$ cat src/logic/ppm_pkg.sv
// Package for the port pin function multiplexer
//
// Notes on behaviour
// - Low reset pin holds whole block reset
// - Master clock pin drives low only
// - Slave clock pin is input only
// - Data pin reads always, drives low only
// - Master and slave share one pin pair
// - port2_pin4 selectable as timer two trigger
// - port2_pin5 selectable as timer two count
// - port1_pin6 expanded irq or timer one count
// - port1_pin7 expanded irq, timer zero, clock
// - Programming serial clock enters on port1_pin7
// - Serial one receive pin3_6, transmit pin2_2
// - port0_pin7 serial receive, drive line, GPIO
// - Pins selectable as left or right drive lines
// - Power-down mode performs no scanning
// - Low-speed mode: slow scan, 32 kHz oscillator
// - Standard mode: fast scan only with finger present (else 32 kHz), 2 to 24 MHz
// - Two external interrupt pins; irq bits 2..7 held low
// - port0_pin6 selectable as serial zero transmit
package ppm_pkg;

    // Pin indices within the managed pin vector
    localparam int PIN_COUNT   = 16;
    localparam int P_LEFT1     = 0;   // left drive lines 1..11 on 0..10
    localparam int P_P2_0      = 3;
    localparam int P_P2_5      = 8;
    localparam int P_P2_4      = 9;
    localparam int P_P1_6      = 2;
    localparam int P_P3_6      = 11;
    localparam int P_P2_2      = 12;
    localparam int P_SCL       = 13;
    localparam int P_SDA       = 14;
    localparam int P_P1_7      = 15;
    localparam int P_P1_0      = 10;  // left drive line eleven (shared idx)
    localparam int LEFT_LINES  = 11;
    localparam int RIGHT_PINS  = 2;   // port0_pin7, port0_pin6
    localparam int IRQ_LINES   = 8;

    localparam logic [7:0] XOSC_OFF = 8'h00;

    // Function select per pin
    typedef enum logic [2:0] {
        FN_GPIO,
        FN_DRIVE,
        FN_ALT_A,
        FN_ALT_B,
        FN_ALT_C
    } ppm_func_type;

    typedef enum logic [1:0] {
        MODE_POWER_DOWN,
        MODE_LOW_SPEED,
        MODE_STANDARD
    } ppm_mode_type;

    typedef enum logic [1:0] {
        TW_NONE,
        TW_MASTER,
        TW_SLAVE
    } ppm_tw_type;

    // Two-wire controller side signals
    typedef struct packed {
        logic scl_out;
        logic sda_out;
    } ppm_tw_drive_type;

    // Peripheral inputs leaving the mux
    typedef struct packed {
        logic timer_two_trigger_in;
        logic timer_two_count_in;
        logic timer_one_count_in;
        logic timer_zero_count_in;
        logic ext_clock_in;
        logic serial_zero_receive;
        logic serial_one_receive;
        logic scl_in;
        logic sda_in;
    } ppm_periph_in_type;

    // Right-side pin functions (index 0: port0_pin7, 1: port0_pin6)
    typedef struct packed {
        logic [RIGHT_PINS-1:0] dout;
        logic [RIGHT_PINS-1:0] oe;
    } ppm_right_pins_type;

endpackage

$ cat src/logic/ppm_port_pin_function_mux.sv
// Port pin function multiplexer, registered outputs, plain-port control
`timescale 1ns/1ps
module ppm_port_pin_function_mux
(
    input  wire logic                           clk_sys,
    input  wire logic                           srst,
    input  wire logic                           chip_reset_low,
    input  wire logic [7:0]                     crystal_osc_config,
    input  wire ppm_pkg::ppm_func_type [15:0]   pin_func,
    input  wire ppm_pkg::ppm_func_type [1:0]    right_func,
    input  wire ppm_pkg::ppm_tw_type            tw_select,
    input  wire ppm_pkg::ppm_mode_type          op_mode,
    input  wire logic                           finger_present,
    input  wire logic                           in_app_programming,
    input  wire logic [15:0]                    gpio_out,
    input  wire logic [15:0]                    gpio_oe,
    input  wire logic [1:0]                     right_gpio_out,
    input  wire logic [1:0]                     right_gpio_oe,
    input  wire logic [10:0]                    left_drive,
    input  wire logic [1:0]                     right_drive,
    input  wire logic                           serial_zero_transmit,
    input  wire logic                           serial_one_transmit,
    input  wire ppm_pkg::ppm_tw_drive_type      tw_master,
    input  wire ppm_pkg::ppm_tw_drive_type      tw_slave,
    input  wire logic [15:0]                    pin_in,
    input  wire logic [1:0]                     right_pin_in,
    output logic [15:0]                         pin_out,
    output logic [15:0]                         pin_oe,
    output ppm_pkg::ppm_right_pins_type         right_pins,
    output logic [15:0]                         gpio_in,
    output logic [1:0]                          right_gpio_in,
    output ppm_pkg::ppm_periph_in_type          periph_in,
    output logic [7:0]                          external_irq_pins,
    output logic                                scan_enable,
    output logic                                scan_fast,
    output logic                                osc_low_speed,
    output logic                                reset_active
);
    import ppm_pkg::*;

    ////////////////////////////////////////////////////////////////////
    // Input synchronisers
    logic [15:0] pin_s1_q;
    logic [15:0] pin_s2_q;
    logic [1:0]  rpin_s1_q;
    logic [1:0]  rpin_s2_q;
    logic [1:0]  rst_s_q;
    logic        blk_rst;

    // block reset
    // Pin reset held low keeps outputs cleared, periph_in set to ones, reset_active high
    assign blk_rst = srst | ~rst_s_q[1];

    always_ff @(posedge clk_sys)
    begin
        if (srst)
            rst_s_q <= 2'h0;
        else
            rst_s_q <= {rst_s_q[0], chip_reset_low};
    end

    always_ff @(posedge clk_sys)
    begin
        if (blk_rst)
        begin
            pin_s1_q  <= 16'h0;
            pin_s2_q  <= 16'h0;
            rpin_s1_q <= 2'h0;
            rpin_s2_q <= 2'h0;
        end
        else
        begin
            pin_s1_q  <= pin_in;
            pin_s2_q  <= pin_s1_q;
            rpin_s1_q <= right_pin_in;
            rpin_s2_q <= rpin_s1_q;
        end
    end

    ////////////////////////////////////////////////////////////////////
    // Per-pin output selection
    logic        xosc_off;
    logic [15:0] out_d;
    logic [15:0] oe_d;
    logic        tw_master_sel;
    logic        tw_slave_sel;
    logic        tw_scl_drv;
    logic        tw_sda_drv;

    assign xosc_off = (crystal_osc_config == XOSC_OFF);

    assign tw_master_sel = (tw_select == TW_MASTER);
    assign tw_slave_sel  = (tw_select == TW_SLAVE);
    assign tw_sda_drv    = tw_master_sel ? tw_master.sda_out
                                         : tw_slave.sda_out;
    assign tw_scl_drv    = tw_master.scl_out;

    genvar g;
    generate
        for (g = 0; g < PIN_COUNT; g++)
        begin : g_pin
            logic osc_ok;
            logic is_drive;
            logic is_gpio;
            logic alt_out;
            logic alt_oe;
            logic drv_val;
            assign osc_ok = ((g != P_P2_0) && (g != P_P2_2)) || xosc_off;
            assign is_drive = (pin_func[g] == FN_DRIVE) && (g < LEFT_LINES);
            assign is_gpio  = (pin_func[g] == FN_GPIO) && osc_ok;
            // Only the left pins carry a drive line
            if (g < LEFT_LINES)
            begin : g_drv
                assign drv_val = left_drive[g];
            end
            else
            begin : g_nodrv
                assign drv_val = 1'b0;
            end
            if (g == P_P2_2)
            begin : g_tx1
                assign alt_out = serial_one_transmit;
                assign alt_oe  = (pin_func[g] == FN_ALT_A);
            end
            else if (g == P_SCL)
            begin : g_scl
                assign alt_out = 1'b0;
                assign alt_oe  = (pin_func[g] == FN_ALT_A) &&
                                 tw_master_sel && !tw_scl_drv;
            end
            else if (g == P_SDA)
            begin : g_sda
                assign alt_out = 1'b0;
                assign alt_oe  = (pin_func[g] == FN_ALT_A) &&
                                 (tw_master_sel || tw_slave_sel) &&
                                 !tw_sda_drv;
            end
            else
            begin : g_plain
                assign alt_out = 1'b0;
                assign alt_oe  = 1'b0;
            end
            assign out_d[g] = is_drive ? drv_val
                            : is_gpio  ? gpio_out[g] : alt_out;
            assign oe_d[g]  = is_drive | (is_gpio & gpio_oe[g]) | alt_oe;
        end
    endgenerate

    ////////////////////////////////////////////////////////////////////
    // Right-side pins: port0_pin7 (0) and port0_pin6 (1)
    ppm_right_pins_type right_d;
    logic [1:0]         r_drive;
    logic [1:0]         r_gpio;

    assign r_drive = {right_func[1] == FN_DRIVE, right_func[0] == FN_DRIVE};
    assign r_gpio  = {right_func[1] == FN_GPIO, right_func[0] == FN_GPIO};
    assign right_d.dout[1] = r_drive[1] ? right_drive[1]
                           : r_gpio[1]  ? right_gpio_out[1]
                           : serial_zero_transmit;
    assign right_d.oe[1]   = r_drive[1] | (r_gpio[1] & right_gpio_oe[1])
                           | (right_func[1] == FN_ALT_A);
    assign right_d.dout[0] = r_drive[0] ? right_drive[0] : right_gpio_out[0];
    assign right_d.oe[0]   = r_drive[0] | (r_gpio[0] & right_gpio_oe[0]);

    ////////////////////////////////////////////////////////////////////
    // Peripheral input routing
    ppm_periph_in_type periph_d;
    logic [7:0]        irq_d;
    logic              p17_a;

    assign periph_d.timer_two_trigger_in =
        (pin_func[P_P2_4] == FN_ALT_A) & pin_s2_q[P_P2_4];
    assign periph_d.timer_two_count_in =
        (pin_func[P_P2_5] == FN_ALT_A) & pin_s2_q[P_P2_5];
    assign periph_d.timer_one_count_in =
        (pin_func[P_P1_6] == FN_ALT_B) & pin_s2_q[P_P1_6];
    assign periph_d.timer_zero_count_in =
        (pin_func[P_P1_7] == FN_ALT_B) & pin_s2_q[P_P1_7];
    assign p17_a = (pin_func[P_P1_7] == FN_ALT_C) | in_app_programming;
    assign periph_d.ext_clock_in = p17_a & pin_s2_q[P_P1_7];
    assign periph_d.serial_zero_receive =
        (right_func[0] == FN_ALT_A) ? rpin_s2_q[0] : 1'b1;
    assign periph_d.serial_one_receive =
        (pin_func[P_P3_6] == FN_ALT_A) ? pin_s2_q[P_P3_6] : 1'b1;
    assign periph_d.scl_in =
        (pin_func[P_SCL] == FN_ALT_A) ? pin_s2_q[P_SCL] : 1'b1;
    assign periph_d.sda_in =
        (pin_func[P_SDA] == FN_ALT_A) ? pin_s2_q[P_SDA] : 1'b1;

    assign irq_d[0] = (pin_func[P_P1_6] == FN_ALT_A) & pin_s2_q[P_P1_6];
    assign irq_d[1] = (pin_func[P_P1_7] == FN_ALT_A) & pin_s2_q[P_P1_7];
    assign irq_d[IRQ_LINES-1:2] = 6'h00;

    ////////////////////////////////////////////////////////////////////
    // Operating mode
    logic scan_en_d;
    logic fast_d;

    assign scan_en_d = (op_mode != MODE_POWER_DOWN);
    assign fast_d = (op_mode == MODE_STANDARD) & finger_present;

    ////////////////////////////////////////////////////////////////////
    // Pin drive registers
    always_ff @(posedge clk_sys)
    begin
        if (blk_rst)
        begin
            pin_out <= 16'h0;
            pin_oe  <= 16'h0;
        end
        else
        begin
            pin_out <= out_d;
            pin_oe  <= oe_d;
        end
    end

    // Right-side pin registers
    always_ff @(posedge clk_sys)
    begin
        if (blk_rst)
            right_pins <= '0;
        else
            right_pins <= right_d;
    end

    // Sampled pin level registers
    always_ff @(posedge clk_sys)
    begin
        if (blk_rst)
        begin
            gpio_in       <= 16'h0;
            right_gpio_in <= 2'h0;
        end
        else
        begin
            gpio_in       <= pin_s2_q;
            right_gpio_in <= rpin_s2_q;
        end
    end

    // Peripheral and interrupt registers
    always_ff @(posedge clk_sys)
    begin
        if (blk_rst)
        begin
            periph_in         <= '1;
            external_irq_pins <= 8'h00;
        end
        else
        begin
            periph_in         <= periph_d;
            external_irq_pins <= irq_d;
        end
    end

    // Scan mode registers
    always_ff @(posedge clk_sys)
    begin
        if (blk_rst)
        begin
            scan_enable   <= 1'b0;
            scan_fast     <= 1'b0;
            osc_low_speed <= 1'b0;
        end
        else
        begin
            scan_enable   <= scan_en_d;
            scan_fast     <= scan_en_d & fast_d;
            osc_low_speed <= scan_en_d & ~fast_d;
        end
    end

    always_ff @(posedge clk_sys)
    begin
        if (srst)
            reset_active <= 1'b1;
        else
            reset_active <= blk_rst;
    end

endmodule

$ cat config.mk
export PLATFORM = sky130hd
export DESIGN_NAME = ppm_port_pin_function_mux
export DESIGN_NICKNAME = d
export VERILOG_FILES = /design/src/logic/ppm_pkg.sv /design/src/logic/ppm_port_pin_function_mux.sv
export SDC_FILE = /design/constraint.sdc
export NUM_CORES = 1
export LEC_CHECK = 0
export BUFFER_PORTS_ARGS = -buffer_cell sky130_fd_sc_hd__buf_2
export CORE_MARGIN = 1.5
export CORE_UTILIZATION = 35
export DETAILED_ROUTE_END_ITERATION = 8
export PLACE_DENSITY = 0.66
export SYNTH_ARGS = -nofsm -noshare
export SYNTH_HDL_FRONTEND = slang
export SYNTH_SLANG_ARGS = --single-unit
$ cat constraint.sdc
create_clock -name clk_sys -period 1.62 [get_ports clk_sys]
set_input_delay 0.081 -clock clk_sys [delete_from_list [all_inputs] [get_ports clk_sys]]
set_output_delay 0.081 -clock clk_sys [all_outputs]
set_load 0.02 [all_outputs]
# Word level (Yosys, flattened, before mapping)
# Index checks and enable logic that the tools add are counted.
# totals
ff_bits	113
output_inout_bits	75
input_bits	144
word_cells	180
# classes
n_mux	27
n_bitwise	57
reduce_logical	37
n_eq_ne	29
# ops
operator	n
zero test 3 bit	18
equality test 3 x 1 -> 1 bit (second input constant)	13
equality test 3 x 2 -> 1 bit (second input constant)	12
bitwise AND 1 bit	28
2-to-1 mux 1 bit	27
bitwise OR 1 bit	19
OR reduction 2 bit	8
NOT 1 bit	10
zero test 8 bit	1
logical AND 1 bit	6
equality test 2 bit (second input constant)	2
equality test 3 bit (second input constant)	1
equality test 2 x 1 -> 1 bit (second input constant)	1
zero test 1 bit	2
nonzero test 2 bit	1
logical OR 1 bit	1

# Logic depth before layout (Yosys ltp)
# Gate-level depths: netlist (run 1).
# depth
ltp_word	5
depth_mapped	7
ltp_nobuf	5

# Worst setup path after synthesis (run 1)
# Ideal clock, no wire load.
# synth_timing
path_kind	register to register
startpoint	register rst_s_q[1]
endpoint	register periph_in[0] in the netlist's numbering
setup_time_ps	127
n_path_buf	1
arrival_time_ps	1215
stages_incl_launch_ff	6
required_ps	1493
slack_ps	278
path_cell_list	dfxtp_1 > nor2b_2 > buf_6 > inv_2 > or3_4 > or3b_1
# synth_between
elab_chain_len	3
# synth_lines
item	line	rtl
start: declaration	ppm_port_pin_function_mux.sv:47	logic [1:0] rst_s_q;
start signal: assignment	ppm_port_pin_function_mux.sv:59	rst_s_q <= {rst_s_q[0], chip_reset_low};
NOT 1 bit	ppm_port_pin_function_mux.sv:52	assign blk_rst = srst | ~rst_s_q[1];
bitwise OR 1 bit	ppm_port_pin_function_mux.sv:52	
OR reduction 2 bit (no source line)	--	
end signal: assignment	ppm_port_pin_function_mux.sv:252	periph_in <= periph_d;
end: declaration	ppm_port_pin_function_mux.sv:32	output ppm_pkg::ppm_periph_in_type periph_in,
# No other way between the ends.
# A chain may end at the register's enable or synchronous reset.

# Worst setup path after layout (run 1)
# layout_timing
startpoint	input port right_func[2] in the netlist's numbering
endpoint	register right_pins[2] in the netlist's numbering
# layout_between
elab_chain_len	2
# layout_lines
item	line	rtl
start: declaration	ppm_port_pin_function_mux.sv:10	input wire ppm_pkg::ppm_func_type [1:0] right_func,
equality test 3 x 1 -> 1 bit	ppm_port_pin_function_mux.sv:155	assign r_drive = {right_func[1] == FN_DRIVE, right_func[0] == FN_DRIVE};
2-to-1 mux 1 bit	ppm_port_pin_function_mux.sv:162	assign right_d.dout[0] = r_drive[0] ? right_drive[0] : right_gpio_out[0];
end signal: assignment	ppm_port_pin_function_mux.sv:224	right_pins <= right_d;
end: declaration	ppm_port_pin_function_mux.sv:29	output ppm_pkg::ppm_right_pins_type right_pins,
# No other way between the ends.

==> impl_results.md, run 1 <==
* Drt pass-1 iters at 6
* RSZ-0062 raised after global routing: no
* Status: finished clean
* Flops & latches, synth at 107
* PortBufs at 211
* Asr flop ratio synth at 0%
* DRC Markers at 0
* Post-DP HPWL at 6150 microns
* Worst path arrival time at 1820 ps
* Seq/Total Area, Yosys at 64.1%
* WHS at 14.4 ps
* Max_cap viols at 0
* Clk sinks at 107
* Crit end category: flip-flop
* Core area at 9240 sq um
* Detailed-route wire length at 9950 microns
* Chip Height at 101 microns
* Die area at 10,100 sq um
* Worst-path clk slew at 110 ps
* Root Driver: clkbuf_8
* Total CTS buffers at 9
* Vias in the first global route at 3,413
* Leading post-synthesis cells by cell area: dfxtp_1, and2_1, nor4_1
* Setup_tns at 0 ps
* Detail Route Antenna Nets at 0
* CTS Buffer Depth at 2
* Worst Reg-to-Reg Cells at 5
* Placer's final routability congestion estimate at 0.788
* Number of filler cells placed in the layout at 758
* Ys Warns at 0
* Setup bufs post-CTS at 0
* Wire length per cell at 13.5 microns
* Clk Latency, worst-skew pair at 360 ps
* Crit share post-route at 96.9%
* Fin nets at 750
* Pleak at 2.71 nW
* Share of cells above drive strength 1 at 39.3%
* Diodes inserted at 0
* Hold path depth at 3
* Startpoint class of the critical path: input pin
* Initial antenna violation count at 0
* Worst Skew at 16.5 ps
* Area Growth Syn to Fin at 69.6%
* Number of synthesized flops with an enable pin at 0
* Hold Path Class: in -> reg
* Min Tclk post-route at 1570 ps
* Post-synth top cells: dfxtp_1, and2_1, nor4_1
* Synth cell types at 33
* PwrDens at 830 nW/um^2
* Initial Util at 36.2%
* Final Core Density at 61.4%
* CTS HTree Levels at 3
* Grt ovf at 0
* Pin count of the biggest net entering global routing at 62
* CP Max Fanout at 3
* Vias at 3,227
* Critical Path RT at 1870 ps
* Final setup viols at 0
* DRT iter0 DRCs at 47
* # IOs at 219
* Syn Area/Cell at 11.3 sq um
* Die X at 101 microns
* Max-slew violations at 0
* Final hold vios at 0
* WS Path Type: in -> reg
* F_max at 637 MHz
* First-pass GRT wire length at 14,900 microns
* Cell taking the most area after synthesis: dfxtp_1
* CTS tree: yes
* GR Util All Layers at 19.2%
* Count leader, synth: dfxtp_1
* VDD IR max at 487 uV
* Share of the synthesized area in the top cell type at 64.1%
* DR vias/cell at 4.37
* Post-Syn Area at 3340 sq um
* Std-Cell Rows at 35
* Cells after Synth at 297
* Ys flop type: dfxtp_1
-- power by group --
group / total, mW / switching (mW) / leakage [nW] / internal [mW]
Clock: 1.52 / 0.927 / 0.0909 / 0.593
Sequential: 2.66 / 0.00502 / 0.864 / 2.65
Combinational: 0.528 / 0.205 / 1.76 / 0.323
Total: 4.70 / 1.14 / 2.71 / 3.57
-- final timing paths --
kind / start / to / slack, ps
setup reg to reg: rst_s_q[1] / external_irq_pins[1] / 90
hold reg to reg: pin_s2_q[5] / gpio_in[5] / 430
setup / recovery: right_func[2] / right_pins[2] / 50
hold / removal: pin_func[21] / pin_oe[7] / 10
-- metal layers --
metal  GRT usage [%]  vias to the layer above  share of wire [%]
met1            17.8                     1470                 37
li1                -                     1604                  -
met3            5.13                       21                6.8
met2            38.1                      132                 54
met4            8.88                        0                2.0
met5               0                        -                  0
-- critical path, cell delays in order --
cell	delay, ps
dlygate4sd3_1	540
buf_2	150
nor3b_2	230
mux2i_1	210
dlygate4sd3_1	560
nor2_1	40
-- layout make-up --
type                            count  area (sq um)  area share [%]
Inverter                            4          15.0           0.265
Timing Repair Buffer              309          2040            35.9
Multi-Input combinational cell    174          1130            20.0
Sequential cell                   107          2140            37.8
Clock buffer                       10           128            2.25
Tap cell                          129           161            2.85
Clock inverter                      6          56.3           0.993
-- state kept, by name, summed over array words and instances, names as in the netlist --
register and count:
gpio_in 16, pin_oe 16, pin_out 16, pin_s1_q 16, pin_s2_q 16, periph_in 9, right_pins 4, external_irq_pins 2
right_gpio_in 2, rpin_s1_q 2, rpin_s2_q 2, rst_s_q 2, osc_low_speed 1, reset_active 1, scan_enable 1, scan_fast 1
-- cells by family after synthesis --
kind of cell | Yosys count | share of synthesized area, %
AND/OR/NAND/NOR | 141 | 25.5
flip-flops | 107 | 64.1
buffers and inverters | 21 | 3.41
multiplexers | 14 | 4.19
AO/OA/AOI/OAI | 12 | 2.36
adder cells (fa/ha/maj) | 1 | 0.374
other | 1 | 0.112
-- metrics by stage --
step                      cell area (sq um)  setup slack, ps  cells  power, mW
after CTS                              5650             29.5    740       4.75
after global placement                 4510              312    628       3.05
after detailed placement               4510              291    628       3.05
after floorplan                        3360              278    302       2.84
after global routing                   5670             5.59    739       4.92
final                                  5670             51.0    739       4.70
-- layout by cell type (no fill, tap or decap), types with 4 or more instances in the layout --
| cell type | synthesis | routed |
|---|---|---|
| mux2i_1 | 14 | 14 |
| buf_2 | 4 | 211 |
| and2_1 | 55 | 55 |
| dlygate4sd3_1 | 0 | 94 |
| conb_1 | 1 | 6 |
| dfxtp_1 | 107 | 107 |
| nand2_1 | 8 | 8 |
| nor4_1 | 26 | 24 |
| nor4_2 | 2 | 4 |
| clkbuf_8 | 0 | 9 |
| nor2_1 | 23 | 23 |
| nand2b_1 | 4 | 4 |
-- what timing repair did --
| item | 4_1_cts | 5_1_grt |
|---|---|---|
| setup endpoints to repair | 0 | 5 |
| gates resized for setup | 0 | 6 |
| hold buffers | 96 | 0 |
| endpoints found under the hold margin | 67 | 0 |
Power figures use the tool's default switching activity.
==> run 2: changes to the inputs <==
- ABC_AREA: unset -> 1
- PLACE_DENSITY: 0.66 -> 0.64
==> run 2 against run 1 <==
Net effect: combinational power grew 13%; first-iteration DRC count grew to 5.9 times the previous value; synthesized area grew 6.5%; total power grew 2.0%; final area grew 9.0%; fmax grew 2.8%; clock skew shrank 7.6 ps; largest power group unchanged.
==> impl_results.md, run 2 <==
* Hold Path Class: in -> reg
* Slowest stage delay, CP at 580 ps
* Clk sinks at 107
* Critical Path RT at 1930 ps
* # IOs at 219
* Std-Cell Rows at 36
* Multi-input logic area at 996 sq um
* Ys Warns at 0
* Leading post-synthesis cells by cell area: dfxtp_1, nor2_1, inv_1
* GR Util All Layers at 20.4%
* Count leader, synth: dfxtp_1
* Worst path bufs/invs at 4
* Share of cells above drive strength 1 at 31.2%
* Status: finished clean
* Detailed-route wire length at 11,200 microns
* First-pass GRT wire length at 17,700 microns
* Worst Skew at 8.87 ps
* F_max at 655 MHz
* Die X at 104 microns
* Cell taking the most area after synthesis: dfxtp_1
* Detail Route Antenna Nets at 0
* VDD IR max at 446 uV
* Cells after Synth at 423
* Chip Height at 104 microns
* DR vias/cell at 4.36
* Asr flop ratio synth at 0%
* Initial Util at 36.3%
* Cell at the slowest stage of the critical path: dlygate4sd3_1
* Wire length per cell at 12.4 microns
* Startpoint class of the critical path: input pin
* DRT iter0 DRCs at 278
* Placer's final routability congestion estimate at 0.835
* Area Growth Syn to Fin at 73.7%
* Post-DP HPWL at 6770 microns
* Worst-path cell chain: dlygate4sd3_1 > buf_2 > nor2_4 > buf_12 > nand3b_1 > nor2_1 > dlygate4sd3_1
* Ys flop type: dfxtp_1
* Final setup viols at 0
* Total CTS buffers at 9
* Syn Area/Cell at 8.42 sq um
* RSZ-0062 raised after global routing: yes
* Fin nets at 906
* Critical path's top delay family: buffers and inverters
* M3 GR Usage at 6.08%
* CTS HTree Levels at 3
* Worst path arrival time at 1840 ps
* Vias in the first global route at 3,870
* Diodes inserted at 0
* Max-slew violations at 0
* CTS Buffer Depth at 2
* Share of the synthesized area in the top cell type at 60.2%
* Seq/Total Area, Yosys at 60.2%
* Register area at 2140 sq um
* GRT busiest layer: met2
* Post-synth top cells: dfxtp_1, nor2_1, inv_1
* Synth cell types at 26
* Crit share post-route at 94.2%
* Max_cap viols at 0
* Post-Syn Area at 3560 sq um
* Initial antenna violation count at 0
* Die area at 10,800 sq um
* Drt pass-1 iters at 4
* Worst-path clk slew at 100 ps
* Setup_tns at 0 ps
* Pleak at 2.96 nW
* CTS tree: yes
* Most frequent CP cell: dlygate4sd3_1
* Clk Latency, worst-skew pair at 360 ps
* Flops & latches, synth at 107
* Root Driver: clkbuf_8
* PwrDens at 776 nW/um^2
* CP Max Fanout at 11
* DRC Markers at 0
* Core area at 9820 sq um
* Number of synthesized flops with an enable pin at 0
* Final hold vios at 0
* Number of filler cells placed in the layout at 820
* Pin count of the biggest net entering global routing at 51
* Vias at 3,911
* Crit end category: flip-flop
* FF-to-FF setup slack at 100 ps
* Most common cell after layout, fill and taps aside: buf_2
* Total power after layout at 4.80 mW
* Most frequent cells in the layout: buf_2, dlygate4sd3_1, dfxtp_1, nor2_1, inv_1
* WS Path Type: in -> reg
* GRT met1 Usage at 21.3%
* Min Tclk post-route at 1530 ps
* GRT met2 Usage at 38.1%
* PortBufs at 211
* Grt ovf at 0
run 2: cell types whose count changed in the layout (fill, tap and decap cells not counted), sizes merged, moves of 11 or more:
cell         before  now
a21oi             4   19
and2             55    1
dlygate4sd3      94  121
inv               7   96
mux2i            14    0
nand2             8   19
nand3             2   21
nand4             0   12
nor2             23   97
nor4             28    1
run 2: power by group:
part / total [mW] / switching [mW] / internal (mW)
logic: 0.597 / 0.246 / 0.351
registers: 2.66 / 0.00535 / 2.65
clock network: 1.54 / 0.955 / 0.589
run 2: final timing paths:
check | start | to | cells after the start
worst max-delay path | srst | pin_oe[11] | 7
worst min-delay path | gpio_oe[2] | pin_oe[2] | 3
worst max register to register | rst_s_q[1] | pin_oe[11] | 6
worst min register to register | pin_s1_q[13] | pin_s2_q[13] | 2
run 2: layout make-up:
type / instances / share of cell area (%)
clock inverter: 6 / 1.01
inverter: 94 / 5.75
multi-input combinational: 211 / 16.1
tap: 133 / 2.69
sequential: 107 / 34.6
clock buffer: 9 / 2.00
timing repair buffer: 338 / 37.8
run 2: cells by family after synthesis:
| logic type | after synthesis | share of synthesized area (%) |
|---|---|---|
| buffers and inverters | 110 | 12.7 |
| DFF | 107 | 60.2 |
| other | 1 | 0.105 |
| adders and majority gates | 1 | 0.351 |
| AOI/OAI and AO/OA | 37 | 6.05 |
| and+or+nand+nor | 167 | 20.6 |
run 2: repair_timing:
action / CTS / global route
endpoints found under the setup margin: 0 / 4
hold buffers: 121 / 0
gates resized for setup: 0 / 7
hold endpoints to repair: 66 / 0
buffers inserted: 0 / 3
run 2: tightest hold or removal path, stage by stage:
cell and delay, ps:
buf_2 90, o211ai_1 90, nor2_1 90
run 2: per-layer routing:
layer,routed length (microns),vias up
met3,729,26
met1,4380,1776
met2,5710,163
met4,346,0
li1,-,1946
met5,0,-
run 2: metrics by stage:
| step | hold slack, ps | cells | utilization, % | area (sq um) | setup slack [ps] |
|---|---|---|---|---|---|
| detailed placement | 266 | 759 | 48.2 | 4740 | 454 |
| CTS | 0.547 | 895 | 62.5 | 6130 | 49.0 |
| floorplan | 152 | 428 | - | 3580 | 627 |
| global placement | 264 | 759 | 48.2 | 4740 | 461 |
| finish | 14.4 | 898 | 63.0 | 6180 | 94.0 |
| global route | 5.25 | 898 | 63.0 | 6180 | -16.9 |
